File: config.mk
export PLATFORM = sky130hd
export DESIGN_NAME = align_program_exc
export DESIGN_NICKNAME = d
export VERILOG_FILES = /design/src/core/exc_pkg.sv /design/src/core/prog_exc_classify.sv /design/src/core/align_program_exc.sv
export VERILOG_INCLUDE_DIRS = /design/src /design/src/core
export SDC_FILE = /design/constraint.sdc
export NUM_CORES = 1
export LEC_CHECK = 0
export BUFFER_PORTS_ARGS = -buffer_cell sky130_fd_sc_hd__buf_4
export CAP_MARGIN = 10
export CORE_UTILIZATION = 35
export CTS_BUF_LIST = sky130_fd_sc_hd__clkbuf_16
export CTS_CLUSTER_SIZE = 40
export DETAILED_ROUTE_END_ITERATION = 7
export SYNTH_ARGS = -nofsm -noshare
export SYNTH_HDL_FRONTEND = slang
export SYNTH_SLANG_ARGS = --single-unit
File: constraint.sdc
create_clock -name clk -period 3.2 [get_ports clk]
set_clock_uncertainty 0.1 [all_clocks]
set_input_delay 0.48 -clock clk [delete_from_list [all_inputs] [get_ports clk]]
set_output_delay 0.48 -clock clk [all_outputs]
set_load 0.05 [all_outputs]
File: src/core/exc_cfg.svh
`ifndef EXC_CFG_SVH
`define EXC_CFG_SVH

// Machine state bit positions.
`define MSR_CE_BIT 17
`define MSR_PR_BIT 14
`define MSR_ME_BIT 12
`define MSR_FE0_BIT 11
`define MSR_DE_BIT 9
`define MSR_FE1_BIT 8
`define MSR_RESET 32'h0000_0000

// Syndrome bit positions.
`define SYN_ILLEGAL_BIT 27
`define SYN_PRIV_BIT 26
`define SYN_TRAP_BIT 25
`define SYN_FLOAT_BIT 24
`define SYN_WRITE_BIT 23
`define SYN_COPROC_BIT 20
`define SYN_UNIMPL_BIT 19
`define SYN_DELAYED_BIT 18

// Debug control bit positions.
`define DBG_IDM_BIT 30
`define DBG_TRAP_BIT 24

// Special register numbers open to user mode, scratch 4 to 7 and the timebase for reads only.
`define SPR_PRIV_BIT 4
`define SPR_FIXED_EXC 10'h001
`define SPR_LINK 10'h008
`define SPR_COUNT 10'h009
`define SPR_USER_SCRATCH 10'h100
`define SPR_SCRATCH_4 10'h104
`define SPR_SCRATCH_7 10'h107
`define SPR_TIMEBASE_LO 10'h10C
`define SPR_TIMEBASE_HI 10'h10D

// Register byte offsets.
`define OFF_MACHINE_STATE 12'h000
`define OFF_SAVE_PC 12'h004
`define OFF_SAVE_STATE 12'h008
`define OFF_FAULT_ADDR 12'h00C
`define OFF_SYNDROME 12'h010
`define OFF_VEC_PREFIX 12'h014
`define OFF_PROG_VEC 12'h018
`define OFF_ALIGN_VEC 12'h01C
`define OFF_DEBUG_CTRL 12'h020
`define OFF_CAUSE 12'h024

`endif

File: src/core/exc_pkg.sv
package exc_pkg;

   typedef enum logic [2:0] {
      PROG_NONE = 3'b000,
      PROG_ILLEGAL = 3'b001,
      PROG_PRIV = 3'b010,
      PROG_UNIMPL = 3'b011,
      PROG_TRAP = 3'b100,
      PROG_FLOAT_EN = 3'b101,
      PROG_COPROC_EN = 3'b110
   } prog_type_t;

   typedef enum logic [1:0] {
      CAUSE_NONE = 2'b00,
      CAUSE_ALIGN = 2'b01,
      CAUSE_PROGRAM = 2'b10,
      CAUSE_DEBUG = 2'b11
   } cause_t;

   typedef struct packed {
      logic [31:0] machineState;
      logic [31:0] savePc;
      logic [31:0] saveState;
      logic [31:0] faultAddr;
      logic [31:0] syndrome;
      logic [15:0] vecPrefix;
      logic [11:0] progVecOff;
      logic [11:0] alignVecOff;
      logic [31:0] debugCtrl;
      logic [1:0] feLast;
      logic [31:0] resumeAddr;
      logic [31:0] prdata;
      logic pready;
      logic pslverr;
      logic redirect;
      logic [31:0] redirectAddr;
      logic suppress;
      logic debugIrq;
      cause_t cause;
   } exc_state_t;

endpackage

File: src/core/prog_exc_classify.sv
`timescale 1ns/1ps
`include "exc_cfg.svh"

module prog_exc_classify
   import exc_pkg::*;
(
   // Instruction decode.
   input wire logic reservedIllegal,
   input wire logic unimplDefined,
   input wire logic isFloat,
   input wire logic isAlloc,
   input wire logic isPrivileged,
   input wire logic isMoveToSpecial,
   input wire logic isMoveFromSpecial,
   input wire logic [9:0] specialRegNumber,
   input wire logic trapCond,
   // Attached units.
   input wire logic fpuRecognise,
   input wire logic fpuSupport,
   input wire logic floatExcSummary,
   input wire logic cpRecognise,
   input wire logic cpSupport,
   input wire logic cpEnabled,
   input wire logic cpEnabledExc,
   // Machine state.
   input wire logic userMode,
   input wire logic floatEnable,
   input wire logic floatModeSet,
   input wire logic trapToDebugOk,
   // Result.
   output prog_type_t progType,
   output logic trapToDebug
);

   logic sprPriv;
   logic userSprOk;
   logic illegal;
   logic priv;
   logic unimpl;

   always_comb begin
      sprPriv = specialRegNumber[`SPR_PRIV_BIT];
      userSprOk = (specialRegNumber == `SPR_FIXED_EXC) || (specialRegNumber == `SPR_LINK)
         || (specialRegNumber == `SPR_COUNT) || (specialRegNumber == `SPR_USER_SCRATCH);
      if (isMoveFromSpecial) begin
         userSprOk = userSprOk || (specialRegNumber == `SPR_TIMEBASE_HI)
            || (specialRegNumber == `SPR_TIMEBASE_LO)
            || ((specialRegNumber >= `SPR_SCRATCH_4) && (specialRegNumber <= `SPR_SCRATCH_7));
      end
      illegal = reservedIllegal || unimplDefined
         || (isFloat && !fpuRecognise) || (isAlloc && !cpRecognise)
         || (userMode && (isMoveToSpecial || isMoveFromSpecial) && !sprPriv
             && !userSprOk);
      priv = userMode && (isPrivileged
         || ((isMoveToSpecial || isMoveFromSpecial) && sprPriv));
      unimpl = (isFloat && fpuRecognise && !fpuSupport && floatEnable)
         || (isAlloc && cpRecognise && !cpSupport && cpEnabled);
      trapToDebug = 1'b0;
      // A fixed order keeps one type flag per interrupt.
      if (illegal) begin
         progType = PROG_ILLEGAL;
      end else if (priv) begin
         progType = PROG_PRIV;
      end else if (unimpl) begin
         progType = PROG_UNIMPL;
      end else if (trapCond) begin
         progType = trapToDebugOk ? PROG_NONE : PROG_TRAP;
         trapToDebug = trapToDebugOk;
      end else if (isFloat && fpuSupport && floatExcSummary && floatModeSet) begin
         progType = PROG_FLOAT_EN;
      end else if (isAlloc && cpRecognise && cpSupport && cpEnabledExc) begin
         progType = PROG_COPROC_EN;
      end else begin
         progType = PROG_NONE;
      end
   end

endmodule // prog_exc_classify

File: src/core/align_program_exc.sv
// Chosen here: the APB register port and the address map.
`timescale 1ns/1ps
`include "exc_cfg.svh"


module align_program_exc
   import exc_pkg::*;
(
   // Clock and reset.
   input wire logic clk,
   input wire logic resetn,
   // Register bus.
   input wire logic psel,
   input wire logic penable,
   input wire logic pwrite,
   input wire logic [11:0] paddr,
   input wire logic [31:0] pwdata,
   output logic [31:0] prdata,
   output logic pready,
   output logic pslverr,
   // Instruction at execute.
   input wire logic excValid,
   input wire logic higherPending,
   input wire logic [31:0] instrAddr,
   input wire logic [31:0] operandAddr,
   // Alignment detection and operand class.
   input wire logic alignExc,
   input wire logic isFloatLdSt,
   input wire logic isStore,
   input wire logic isCacheZero,
   input wire logic isCacheInval,
   input wire logic isCoprocLdSt,
   // Instruction decode.
   input wire logic reservedIllegal,
   input wire logic unimplDefined,
   input wire logic isFloat,
   input wire logic isAlloc,
   input wire logic isPrivileged,
   input wire logic isMoveToSpecial,
   input wire logic isMoveFromSpecial,
   input wire logic [9:0] specialRegNumber,
   input wire logic trapCond,
   // Attached floating-point unit.
   input wire logic fpuRecognise,
   input wire logic fpuSupport,
   input wire logic floatExcSummary,
   // Attached coprocessor.
   input wire logic cpRecognise,
   input wire logic cpSupport,
   input wire logic cpEnabled,
   input wire logic cpEnabledExc,
   // Machine state writes from the core.
   input wire logic msrWrEn,
   input wire logic [31:0] msrWrData,
   input wire logic [31:0] msrWrResume,
   // Fetch and pipeline control.
   output logic redirect,
   output logic [31:0] redirectAddr,
   output logic suppress,
   output logic debugIrq
);

   // ************************************************************
   // Helpers
   // ************************************************************

   // A vector is the prefix, the offset and then four zero bits.
   function automatic logic [31:0] vecAddr(input logic [15:0] prefix, input logic [11:0] off);
      vecAddr = {prefix, off, 4'h0};
   endfunction

   // Only critical, machine check and debug enables survive.
   function automatic logic [31:0] msrOnTake(input logic [31:0] machine_state_reg);
      msrOnTake = 32'h0000_0000;
      msrOnTake[`MSR_CE_BIT] = machine_state_reg[`MSR_CE_BIT];
      msrOnTake[`MSR_ME_BIT] = machine_state_reg[`MSR_ME_BIT];
      msrOnTake[`MSR_DE_BIT] = machine_state_reg[`MSR_DE_BIT];
   endfunction

   // True while either float exception mode bit is set.
   function automatic logic feSet(input logic [31:0] machine_state_reg);
      feSet = machine_state_reg[`MSR_FE0_BIT] | machine_state_reg[`MSR_FE1_BIT];
   endfunction

   // ************************************************************
   // State
   // ************************************************************

   // All state is one struct, registered as a whole.
   exc_state_t s_reg;
   exc_state_t s_next;

   prog_type_t progType;
   logic trapToDebug;
   // Mode and debug enables are decoded from the registered state.
   logic userMode;
   logic trapToDebugOk;

   assign userMode = s_reg.machineState[`MSR_PR_BIT];
   // A trap becomes a debug interrupt only when all three enables are set.
   assign trapToDebugOk = s_reg.debugCtrl[`DBG_TRAP_BIT] & s_reg.debugCtrl[`DBG_IDM_BIT]
      & s_reg.machineState[`MSR_DE_BIT];

   // ************************************************************
   // Program exception classification
   // ************************************************************

   // The classifier is pure logic on the instruction now at execute.
   // No float-available bit exists here, so the float enable is held at one.
   // Mode bits come from the registered state, not from a pending write.
   prog_exc_classify classify (
      .reservedIllegal(reservedIllegal),
      .unimplDefined(unimplDefined),
      .isFloat(isFloat),
      .isAlloc(isAlloc),
      .isPrivileged(isPrivileged),
      .isMoveToSpecial(isMoveToSpecial),
      .isMoveFromSpecial(isMoveFromSpecial),
      .specialRegNumber(specialRegNumber),
      .trapCond(trapCond),
      .fpuRecognise(fpuRecognise),
      .fpuSupport(fpuSupport),
      .floatExcSummary(floatExcSummary),
      .cpRecognise(cpRecognise),
      .cpSupport(cpSupport),
      .cpEnabled(cpEnabled),
      .cpEnabledExc(cpEnabledExc),
      .userMode(userMode),
      .floatEnable(1'b1),
      .floatModeSet(feSet(s_reg.machineState)),
      .trapToDebugOk(trapToDebugOk),
      .progType(progType),
      .trapToDebug(trapToDebug)
   );

   // ************************************************************
   // Next state
   // ************************************************************

   // These decode the register bus.
   logic setupPhase;
   logic accessWrite;
   logic mapped;

   // These select the interrupt to take.
   logic takeDelayed;
   logic takeProgram;
   logic takeAlign;
   logic takeDebug;
   logic [31:0] readData;

   // This holds the syndrome of the interrupt taken.
   logic [31:0] syn;

   always_comb begin
      // Pulses last one cycle; all else holds unless changed below.
      s_next = s_reg;
      s_next.redirect = 1'b0;
      s_next.suppress = 1'b0;
      s_next.debugIrq = 1'b0;
      syn = 32'h0000_0000;

      // Register bus: ready comes one cycle after setup.
      setupPhase = psel && !penable;
      accessWrite = psel && penable && pwrite && s_reg.pready;
      // Unmapped offsets read as zero and answer with an error.
      mapped = 1'b1;
      unique case (paddr)
         `OFF_MACHINE_STATE: readData = s_reg.machineState;
         `OFF_SAVE_PC: readData = s_reg.savePc;
         `OFF_SAVE_STATE: readData = s_reg.saveState;
         `OFF_FAULT_ADDR: readData = s_reg.faultAddr;
         `OFF_SYNDROME: readData = s_reg.syndrome;
         `OFF_VEC_PREFIX: readData = {s_reg.vecPrefix, 16'h0000};
         `OFF_PROG_VEC: readData = {16'h0000, s_reg.progVecOff, 4'h0};
         `OFF_ALIGN_VEC: readData = {16'h0000, s_reg.alignVecOff, 4'h0};
         `OFF_DEBUG_CTRL: readData = s_reg.debugCtrl;
         `OFF_CAUSE: readData = {30'h0000_0000, s_reg.cause};
         default: begin
            readData = 32'h0000_0000;
            mapped = 1'b0;
         end
      endcase
      s_next.pready = setupPhase;
      // The error stands with ready for one cycle only.
      s_next.pslverr = setupPhase && !mapped;
      if (setupPhase) begin
         // Read data is caught in setup and stands through the access.
         s_next.prdata = pwrite ? 32'h0000_0000 : readData;
      end

      // A write lands only at the access edge, with ready high.
      if (accessWrite && mapped) begin
         unique case (paddr)
            `OFF_MACHINE_STATE: s_next.machineState = pwdata;
            `OFF_SAVE_PC: s_next.savePc = pwdata;
            `OFF_SAVE_STATE: s_next.saveState = pwdata;
            `OFF_FAULT_ADDR: s_next.faultAddr = pwdata;
            `OFF_SYNDROME: s_next.syndrome = pwdata;
            `OFF_VEC_PREFIX: s_next.vecPrefix = pwdata[31:16];
            `OFF_PROG_VEC: s_next.progVecOff = pwdata[15:4];
            `OFF_ALIGN_VEC: s_next.alignVecOff = pwdata[15:4];
            `OFF_DEBUG_CTRL: s_next.debugCtrl = pwdata;
            // The cause register is read only.
            default: s_next.debugCtrl = s_reg.debugCtrl;
         endcase
      end

      // The core's state write beats a bus write in the same cycle.
      if (msrWrEn) begin
         s_next.machineState = msrWrData;
         // This is kept as the save address of a later delayed interrupt.
         s_next.resumeAddr = msrWrResume;
      end

      // Mode bits going from zero to nonzero while the summary stands.
      // One cycle of history suffices: the mode bits move only by writes and by taking an interrupt.
      s_next.feLast = {s_reg.machineState[`MSR_FE1_BIT], s_reg.machineState[`MSR_FE0_BIT]};

      // Priority: delayed float, program, debug trap, then alignment.
      // An instruction at execute in the delayed cycle is dropped and refetched.
      takeDelayed = !higherPending && floatExcSummary && feSet(s_reg.machineState)
         && (s_reg.feLast == 2'b00);
      takeProgram = !takeDelayed && excValid && !higherPending
         && (progType != PROG_NONE);
      takeDebug = !takeDelayed && excValid && !higherPending && trapToDebug;
      // Alignment is the lowest case that this block handles.
      takeAlign = !takeDelayed && !takeProgram && !takeDebug && excValid
         && !higherPending && alignExc;

      // Taking a delayed, program or alignment interrupt beats a bus or core write in the same cycle.
      if (takeDelayed || takeProgram || takeAlign) begin
         s_next.saveState = s_reg.machineState;
         s_next.machineState = msrOnTake(s_reg.machineState);
         s_next.redirect = 1'b1;
      end

      // The delayed form suppresses nothing: its instruction has completed.
      if (takeDelayed) begin
         syn[`SYN_DELAYED_BIT] = 1'b1;
         syn[`SYN_FLOAT_BIT] = 1'b1;
         s_next.syndrome = syn;
         s_next.savePc = s_reg.resumeAddr;
         s_next.redirectAddr = vecAddr(s_reg.vecPrefix, s_reg.progVecOff);
         s_next.cause = CAUSE_PROGRAM;
      end else if (takeProgram) begin
         syn[`SYN_ILLEGAL_BIT] = (progType == PROG_ILLEGAL);
         syn[`SYN_PRIV_BIT] = (progType == PROG_PRIV);
         syn[`SYN_TRAP_BIT] = (progType == PROG_TRAP);
         syn[`SYN_UNIMPL_BIT] = (progType == PROG_UNIMPL);
         // Float and coprocessor flags follow the instruction class.
         syn[`SYN_FLOAT_BIT] = isFloat;
         syn[`SYN_COPROC_BIT] = isAlloc;
         s_next.syndrome = syn;
         s_next.savePc = instrAddr;
         s_next.suppress = 1'b1;
         s_next.redirectAddr = vecAddr(s_reg.vecPrefix, s_reg.progVecOff);
         s_next.cause = CAUSE_PROGRAM;
      end else if (takeAlign) begin
         // Other syndrome bits stay clear, as syn starts at zero.
         syn[`SYN_FLOAT_BIT] = isFloatLdSt;
         syn[`SYN_WRITE_BIT] = isStore || isCacheZero || isCacheInval;
         syn[`SYN_COPROC_BIT] = isCoprocLdSt;
         s_next.syndrome = syn;
         s_next.savePc = instrAddr;
         s_next.faultAddr = operandAddr;
         s_next.suppress = 1'b1;
         s_next.redirectAddr = vecAddr(s_reg.vecPrefix, s_reg.alignVecOff);
         s_next.cause = CAUSE_ALIGN;
      end else if (takeDebug) begin
         // The debug logic takes it from here; only the cause is saved.
         s_next.debugIrq = 1'b1;
         s_next.cause = CAUSE_DEBUG;
      end
   end

   // ************************************************************
   // Registers
   // ************************************************************

   // Reset clears every register, so all outputs start low.
   always_ff @(posedge clk or negedge resetn) begin
      if (!resetn) begin
         s_reg <= '{
            machineState: `MSR_RESET,
            savePc: 32'h0000_0000,
            saveState: 32'h0000_0000,
            faultAddr: 32'h0000_0000,
            syndrome: 32'h0000_0000,
            vecPrefix: 16'h0000,
            progVecOff: 12'h000,
            alignVecOff: 12'h000,
            debugCtrl: 32'h0000_0000,
            feLast: 2'h0,
            resumeAddr: 32'h0000_0000,
            prdata: 32'h0000_0000,
            pready: 1'b0,
            pslverr: 1'b0,
            redirect: 1'b0,
            redirectAddr: 32'h0000_0000,
            suppress: 1'b0,
            debugIrq: 1'b0,
            cause: CAUSE_NONE
         };
      end else begin
         s_reg <= s_next;
      end
   end

   // Outputs come straight from the state flip-flops.
   assign prdata = s_reg.prdata;
   assign pready = s_reg.pready;
   assign pslverr = s_reg.pslverr;
   assign redirect = s_reg.redirect;
   assign redirectAddr = s_reg.redirectAddr;
   assign suppress = s_reg.suppress;
   assign debugIrq = s_reg.debugIrq;

endmodule // align_program_exc

* Word-level counts from Yosys, hierarchy flattened
Index checks and enable logic that the tools add are counted.
** Storage, ports and cells
- Flip-flop bits (word level) :: 337
- Bits of input ports :: 211
- Output and inout port bits :: 69
- Logic and storage cells :: 181
** Operators by class
- $lt $le $gt $ge :: 2
- Equal/unequal tests :: 19
- Multiplexer cells :: 47
- Bitwise gates (word level) :: 4
- Reductions and logical operators :: 89
** Operators by type and width (number)
- 32-bit two-way mux :: 18
- 32-bit case mux with 10 select lines :: 1
- 232-bit two-way mux :: 1
- 33-bit two-way mux :: 2
- 64-bit two-way mux :: 1
- 12-bit by 5-bit equality test with 1-bit output (second input constant) :: 4
- 1-bit logical AND :: 36
- 10-bit by 9-bit equality test with 1-bit output (second input constant) :: 3
- 12-bit by 4-bit equality test with 1-bit output (second input constant) :: 2
- 12-bit by 6-bit equality test with 1-bit output (second input constant) :: 2
- 12-bit two-way mux :: 2
- 3-bit two-way mux :: 8
- 10-bit by 4-bit equality test with 1-bit output (second input constant) :: 2
- 1-bit logical OR :: 17
- 16-bit two-way mux :: 1
- 2-bit AND reduction :: 8
- 4-bit nonzero test :: 4
- 12-bit by 3-bit equality test with 1-bit output (second input constant) :: 1
- 1-bit logical NOT :: 12
- 12-bit logical NOT :: 1
- 3-bit nonzero test :: 4
- 10-bit by 1-bit equality test with 1-bit output (second input constant) :: 1
- 10-bit by 9-bit greater-or-equal comparator with 1-bit output (second input constant) :: 1
- 10-bit by 9-bit <= comparator with 1-bit output (second input constant) :: 1
- 12 further kinds :: 28

* Depth between registers and ports, before layout
Gate-level depths: netlist of run 1.
- Depth after elaboration :: 23
- Depth in mapped cells :: 11
- Gate-level depth less buffers :: 6

* Hierarchy
A second synthesis of run 1 with hierarchy kept.
** Unflattened totals
- Cells, all modules :: 1641
- Area, all modules :: 16569.6 sq um
** By module, submodules not included
- align_program_exc :: instances 1, cells an instance 1609, area an instance 16355.7 sq um, sequential area each 8333.0 sq um
- prog_exc_classify :: instances 1, cells an instance 32, area an instance 214.0 sq um, sequential area each 0.0 sq um

* Worst setup path after synthesis of run 1
Ideal clock, no wire load.
- Path kind :: input -> register
- Start point :: input port paddr[9]
- End point :: register s_reg[208] in the netlist's numbering
- Library setup time :: 0.120 ns
- Arrival time :: 2.542 ns
- Required time :: 2.980 ns
- Path slack :: 0.438 ns
- Stages on the path :: 7
- Buffers on the path :: 2
- Path through :: or4_1 buf_6 nor4_2 and2_1 buf_2 mux2_2 and3_1
** Between the ends
- Word-level cells in the longest chain between the ends :: 6
- Elaborated cells on any way between the ends :: 16
- Classes of those cells :: eq/ne (9); mux (1); reduce/logical (6)
** RTL lines
- from (decl) :: line align_program_exc.sv:16 : input wire logic [11:0] paddr,
- 12-bit by 5-bit equality test with 1-bit output, or another cell as far along :: line align_program_exc.sv:168 : unique case (paddr)
- 10-bit OR reduction (no line)
- 1-bit two-way mux :: line align_program_exc.sv:168
- 1-bit logical AND :: line align_program_exc.sv:193 : if (accessWrite && mapped) begin
- 4-bit nonzero test (no line)
- 2-bit AND reduction (no line) *
- to (signal assigned) :: line align_program_exc.sv:284 : s_reg <= '{
- to (signal assigned) :: line align_program_exc.sv:306 : s_reg <= s_next;
- to (decl) :: line align_program_exc.sv:90 : exc_state_t s_reg;
Mark *: on every way between the ends. The rest lies on a longest branch, timed or not.
A chain may end at the register's enable or synchronous reset.

* Worst setup path in the final report of run 1
- Start point :: register s_reg[319] in the netlist's numbering
- End point :: register s_reg[283] in the netlist's numbering
** Between the ends
- Word-level cells in the longest chain between the ends :: 16
- Elaborated cells on any way between the ends :: 25
- Classes of those cells :: mux (7); reduce/logical (18)
** RTL lines
- 1-bit logical AND (2 in a row) :: line prog_exc_classify.sv:52 : || (userMode && (isMoveToSpecial || isMoveFromSpecial) && !sprPriv
- 1-bit logical AND :: line prog_exc_classify.sv:53 : && !userSprOk);
- 1-bit logical OR :: line prog_exc_classify.sv:52
- 3-bit two-way mux :: line prog_exc_classify.sv:60 : if (illegal) begin
- 3-bit nonzero test :: line align_program_exc.sv:225 : && (progType != PROG_NONE);
- 1-bit logical AND :: line align_program_exc.sv:225
- 1-bit logical NOT :: line align_program_exc.sv:228 : takeAlign = !takeDelayed && !takeProgram && !takeDebug && excValid
- 1-bit logical AND (3 in a row) :: line align_program_exc.sv:228
- 1-bit logical AND (2 in a row) :: line align_program_exc.sv:229 : && !higherPending && alignExc;
- 32-bit two-way mux :: line align_program_exc.sv:259 : end else if (takeAlign) begin
- 32-bit two-way mux :: line align_program_exc.sv:246 : end else if (takeProgram) begin
- 32-bit two-way mux :: line align_program_exc.sv:239 : if (takeDelayed) begin
Several ways; a longest one is shown, not always the timed one.

==> results of run 1 <==
-- critical path, cell delays in order (launching register included) --
cell      delay, ps
dfrtp_1         460
buf_4           230
nand2_1          90
nand3b_1        170
o21ai_1         340
buf_4           220
nand4_1         130
buf_4           270
a32o_1          360
o22a_1          210
-- timing repair --
| item | CTS | global route |
|---|---|---|
| endpoints found under the hold margin | 87 | 0 |
| hold buffers | 1 | 0 |
| setup buffers | 0 | 0 |
-- worst max path at each step --
stage	slack, ps	to	startpoint	cells after the start
after floorplan	440	s_reg[208]	paddr[9]	7
after global placement	150	redirectAddr[23]	specialRegNumber[5]	8
after detailed placement	140	redirectAddr[30]	specialRegNumber[5]	8
after CTS	480	s_reg[283]	s_reg[319]	9
after global routing	380	s_reg[210]	s_next[104]	7
final	500	s_reg[283]	s_reg[319]	9
-- per-stage QoR --
stage	total power, mW	instances	instance area [um^2]	hold WS (ps)	setup WS [ps]
floorplan	5.44	1607	17000	84.4	438
global placement	6.12	2390	19700	369	148
detailed placement	6.17	2390	19700	369	140
CTS	10.4	2456	20900	33.1	483
global route	10.7	2456	20900	56.3	381
finish	10.3	2456	20900	60.6	502
-- cells in the final DEF (no fill, tap or decap), types with 4 or more instances in the layout --
cell	instances
a21oi_1	57
a211oi_1	29
clkinv_1	9
o21ai_1	33
clkbuf_16	41
conb_1	4
inv_1	15
nor2_1	111
o21ai_0	83
and4_1	4
o2bb2ai_1	5
nand2b_1	10
nand2_1	153
buf_12	14
a31oi_1	49
nand3_1	11
nor4_1	4
a21o_1	30
nand4_1	8
o211ai_1	4
a32oi_1	10
and2_1	32
mux2i_1	75
o22a_1	26
a22oi_1	33
dfrtp_1	333
a32o_1	27
a222oi_1	30
buf_4	352
nor3_4	4
or4_1	5
mux2_2	161
-- logic make-up (layout without fill, tap and decap cells) --
kind of cell / count (synthesis) / in the layout
compound gates: 449 / 449
buf+inv: 205 / 439
xor+xnor: 1 / 1
simple gates: 377 / 377
mux: 238 / 238
other cells: 1 / 4
flops: 333 / 333
-- layout make-up --
type	count	area [um^2]	area share, %
well taps	615	769	3.69
inverters	6	22.5	0.108
multi-input cells	1069	7630	36.5
clock buffers	41	1030	4.91
clock inverters	24	151	0.725
repair buffers	368	2950	14.1
flip-flops and latches	333	8330	39.9
-- power by group --
group / switching, mW / internal, mW
sequential: 0.251 / 4.54
clock: 1.78 / 2.45
combinational: 0.713 / 0.597
-- per-layer routing --
metal,vias up,wire length [um]
met5,-,14
met4,2,1580
met3,89,4440
met2,587,28300
met1,7288,26700
li1,6272,-
==> flow_metrics.py, run 1 <==
metrics = {
    "outcome": {
        "status": "completed",
    },
    "floorplan": {
        "die_x_um": 223,
        "num_rows": 80,
        "die_h_um": 223,
        "ios": 280,
        "initial_utilization_pct": 35.6,
        "core_area_um2": 47800,
        "die-area_um2": 49500,
    },
    "timing": {
        "slew_headroom_pct": 43.6,
        "hold_viol": 0,
        "rsz0062_at_grt": "no",
        "slew_viol_final": 0,
        "worst_slew_pin_slew_ps": 845,
        "max_freq_mhz": 371,
        "setup_tns_ps": 0,
        "period_minus_slack_ps": 2700,
        "finalCritPeriodShare_pct": 84.3,
        "setup_viol": 0,
    },
    "logic_synthesis": {
        "synth_compound_area_share_pct": 18.5,
        "ys.flop_type": "dfrtp_1",
        "synthTopCellsByArea": "dfrtp_1, mux2_2, mux2i_1",
        "async_reset_ff_share_pct": 100,
        "ys_ff_latch": 333,
        "synthXorXnorAreaFrac_pct": 0.0515,
        "yosysMostFrequentCell": "dfrtp_1",
        "yosysWarnings": 0,
        "yosys.area.top_type": "dfrtp_1",
        "yosys.area_share.adder_pct": 0,
        "synth_top_family_by_area": "compound AO/OA/AOI/OAI gates",
        "syn_inst": 1604,
        "synth_cell_types": 75,
        "ys_top_cells_by_count": "dfrtp_1, mux2_2, nand2_1",
        "yosysTopAreaCellShare_pct": 49.0,
        "yosys.area_share.simple_pct": 10.6,
        "synth-edff-count": 0,
        "synthMuxAreaShare_pct": 15.3,
        "syn-cell-area_um2": 17000,
        "syn_avg_cell_area_um2": 10.6,
        "yosysSeqAreaShare_pct": 49.0,
    },
    "min_path": {
        "hold_path.class": "primary input to register",
        "hold_start": "msrWrResume[31]",
        "hold_depth": 2,
        "hold_path_end": "s_reg[102]",
    },
    "power": {
        "power_leakage_nw": 9.73,
        "power_density_nw_per_um2": 495,
        "ir_worst_vdd_mv": 0.343,
    },
    "flow_run": {
        "maxCapViolations": 0,
    },
    "route": {
        "wire_per_inst_um": 24.9,
        "drtIter0Drc": 1339,
        "drt_pass1_iterations": 7,
        "post-route-drc-count": 0,
        "ant_nets": 0,
        "viasPerCell": 5.80,
        "wl_um": 61100,
        "vias": 14200,
    },
    "clock_tree": {
        "htree_levels": 2,
        "postCtsResizedCells": 0,
        "cts_buffers": 39,
        "clk_latency_ps": 550,
        "cts-root-buf": "clkbuf_16",
        "cts_tree": "yes",
        "cts_sinks": 333,
        "clkTransAtPathRegs_ps": 60,
        "clockBufferDepth": 3,
    },
    "final_layout": {
        "nets": 2028,
        "fillers": 4543,
        "areaGrowthSynthToFinish_pct": 22.7,
        "antenna_cells": 0,
        "post-route-util_pct": 43.6,
        "post_route_cells_drive_above_1_share_pct": 32.8,
        "largest_reg_flops": 266,
    },
    "grt": {
        "antenna_found_initial": 1,
        "grt_busiest_layer": "met2",
        "grt_max_degree": 97,
        "grt.total_usage_pct": 24.8,
        "gr-total-overflow": 0,
        "grt_pass1_vias": 14400,
        "grtUsageMet2_pct": 38.9,
        "gr-usage-met3_pct": 4.91,
        "met1_usage_pct": 34.4,
        "grt_pass1_wl_um": 93200,
    },
    "worst_setup_path": {
        "reg2reg_depth": 9,
        "critical_path_class": "register to register",
        "end_kind": "register",
        "reg2reg_from": "s_reg[319]",
        "cp_max_fo": 22,
        "worstSetupStartpointType": "register",
        "worstPathRequired_ps": 3530,
        "reg2reg_to": "s_reg[283]",
        "crit_arrival_ps": 3030,
        "reg2reg_setup_slack_ps": 500,
    },
    "placement": {
        "routabilityCongestion": 0.899,
        "port-buffer-count": 275,
        "dpl.hpwl_um": 44500,
    },
}
No activity file was read; power rests on OpenSTA's default activity.
==> run 2: changes to the inputs <==
Clock period 3.2 ns to 2.2 ns, I/O delays scaled along.
==> run 2 against run 1 <==
Against the previous run: sequential cell count stayed put; register-to-register slack worse by 680 ps; the run now ends with negative setup slack left; critical path depth is 2 lower; largest cell class unchanged.
==> flow_metrics.py, run 2 (synthesis results as in run 1) <==
metrics = {
    "route": {
        "viasPerCell": 5.68,
        "wl_um": 67500,
        "drtIter0Drc": 1397,
        "post-route-drc-count": 0,
        "ant_nets": 0,
        "drt_pass1_iterations": 8,
        "vias": 15400,
        "wire_per_inst_um": 24.9,
    },
    "worst_setup_path": {
        "cp_top_family": "compound AO/OA/AOI/OAI gates",
        "cp_slowest_cell": "dfrtp_2",
        "path_buf_inv": 1,
        "crit_path_cell_trace": "o211a_1 -> nand3b_1 -> o21ai_2 -> buf_4 -> a41oi_4 -> nor3_4 -> mux2_4",
        "crit_arrival_ps": 2720,
        "cp_max_fo": 9,
        "critical_path_class": "register to register",
        "worstPathRequired_ps": 2540,
        "slowest_delay_ps": 440,
        "end_kind": "register",
        "worstSetupStartpointType": "register",
    },
    "power": {
        "ir_worst_vdd_mv": 0.461,
        "power_density_nw_per_um2": 652,
        "power_leakage_nw": 11.3,
        "power_mw": 15.8,
    },
    "grt": {
        "grt_pass1_wl_um": 99600,
        "grt.total_usage_pct": 26.9,
        "gr-total-overflow": 0,
        "grt_max_degree": 58,
        "antenna_found_initial": 2,
        "grt_pass1_vias": 15200,
    },
    "final_layout": {
        "post_route_cells_drive_above_1_share_pct": 42.5,
        "post-route-util_pct": 50.6,
        "largest_reg_flops": 266,
        "areaGrowthSynthToFinish_pct": 42.3,
        "stdcell_area_um2": 24200,
        "layout_common_cells": "buf_4, dfrtp_1, nand2_1, mux2_2, dlygate4sd3_1",
        "nets": 2271,
        "layout_commonest_cell": "buf_4",
        "fillers": 4306,
    },
    "outcome": {
        "violations": "negative setup slack",
        "status": "finished with violations",
    },
    "timing": {
        "slew_headroom_pct": 43.5,
        "rsz0062_at_grt": "yes",
        "max_freq_mhz": 421,
        "worst_slew_pin_slew_ps": 847,
        "setup_ws_ps": -178,
        "slew_viol_final": 0,
        "period_minus_slack_ps": 2380,
        "setup_viol": 106,
        "hold_viol": 0,
        "finalCritPeriodShare_pct": 108,
    },
    "placement": {
        "dpl.hpwl_um": 47500,
        "post_dp_cell_area_um2": 21100,
        "routabilityCongestion": 0.925,
        "port-buffer-count": 275,
    },
    "floorplan": {
        "die_x_um": 223,
        "ios": 280,
        "die_h_um": 223,
        "core_area_um2": 47800,
        "num_rows": 80,
        "initial_utilization_pct": 35.6,
        "die-area_um2": 49500,
    },
    "clock_tree": {
        "cts-root-buf": "clkbuf_16",
        "cts_tree": "yes",
        "cts_buffers": 39,
        "clockBufferDepth": 3,
        "clk_latency_ps": 560,
        "clkTransAtPathRegs_ps": 60,
        "cts_sinks": 333,
        "htree_levels": 2,
    },
    "min_path": {
        "hold_path.class": "primary input to register",
    },
    "flow_run": {
        "maxCapViolations": 0,
    },
}
## run 2: cell count changes in the layout (fill, tap and decap cells not counted), sizes merged
cell | previous run | this run
bufinv | 2 | 3
diode | 0 | 2
clkbuf | 41 | 46
clkinv | 13 | 16
clkinvlp | 0 | 2
inv | 15 | 17
buf | 367 | 508
dlygate4sd3 | 1 | 97
## run 2: power by group
| part | internal (mW) | switching (mW) |
|---|---|---|
| clock network | 3.66 | 2.72 |
| registers | 6.61 | 0.367 |
| logic | 1.22 | 1.23 |
| total | 11.5 | 4.32 |
## run 2: worst paths after layout
kind                                    start          endpoint  slack [ps]  cells past startpoint
worst max-delay path               s_reg[319]        s_reg[195]        -180                      7
worst min-delay path            msrWrData[14]        s_reg[319]          20                      3
worst max register to register     s_reg[319]        s_reg[195]        -180                      7
max in group asynchronous              resetn        s_reg[319]         960                      3
min in group asynchronous              resetn  redirectAddr[21]         210                      2
worst min register to register     prdata[30]        prdata[30]         380                      1
## run 2: area by class of cell
cell class	instances	area (um^2)	share of cell area, %
Timing Repair Buffer	611	5570	23.0
Inverter	6	22.5	0.0930
Multi-Input combinational cell	1069	8290	34.2
Sequential cell	333	8340	34.4
Tap cell	615	769	3.18
Clock buffer	40	1000	4.13
Clock inverter	32	234	0.966
Antenna cell	2	5.00	0.0207
## run 2: repair_timing
| action | 4_1_cts | 5_1_grt |
|---|---|---|
| hold buffers | 97 | 0 |
| endpoints found under the setup margin | 187 | 176 |
| pin swaps | 26 | 27 |
| cloned | 5 | 7 |
| buffers inserted | 7 | 12 |
| resized for setup | 91 | 61 |
| hold endpoints to repair | 171 | 0 |
## run 2: worst register-to-register path, stage by stage (launching register included)
cell	delay (ps)
dfrtp_2	440
o211a_1	170
nand3b_1	210
o21ai_2	240
buf_4	180
a41oi_4	250
nor3_4	330
mux2_4	330
## run 2: metal layers
| layer | global-route usage (%) | vias to the layer above | share of wire (%) |
|---|---|---|---|
| met2 | 39.2 | 797 | 43 |
| met4 | 7.52 | 0 | 3.1 |
| met3 | 6.28 | 112 | 8.5 |
| met5 | 0 | - | 0 |
| met1 | 39.6 | 7688 | 45 |
| li1 | - | 6773 | - |
## run 2: through the flow
stage | instances | hold slack, ps | setup WS [ps] | setup TNS (ps)
global placement | 2506 | 227 | -557 | -116490
CTS | 2687 | 4.61 | -134 | -6220
detailed placement | 2506 | 232 | -595 | -122580
global route | 2708 | 35.6 | -273 | -20880
finish | 2708 | 22.7 | -178 | -9880
floorplan | 1607 | -65.6 | -311 | -54020
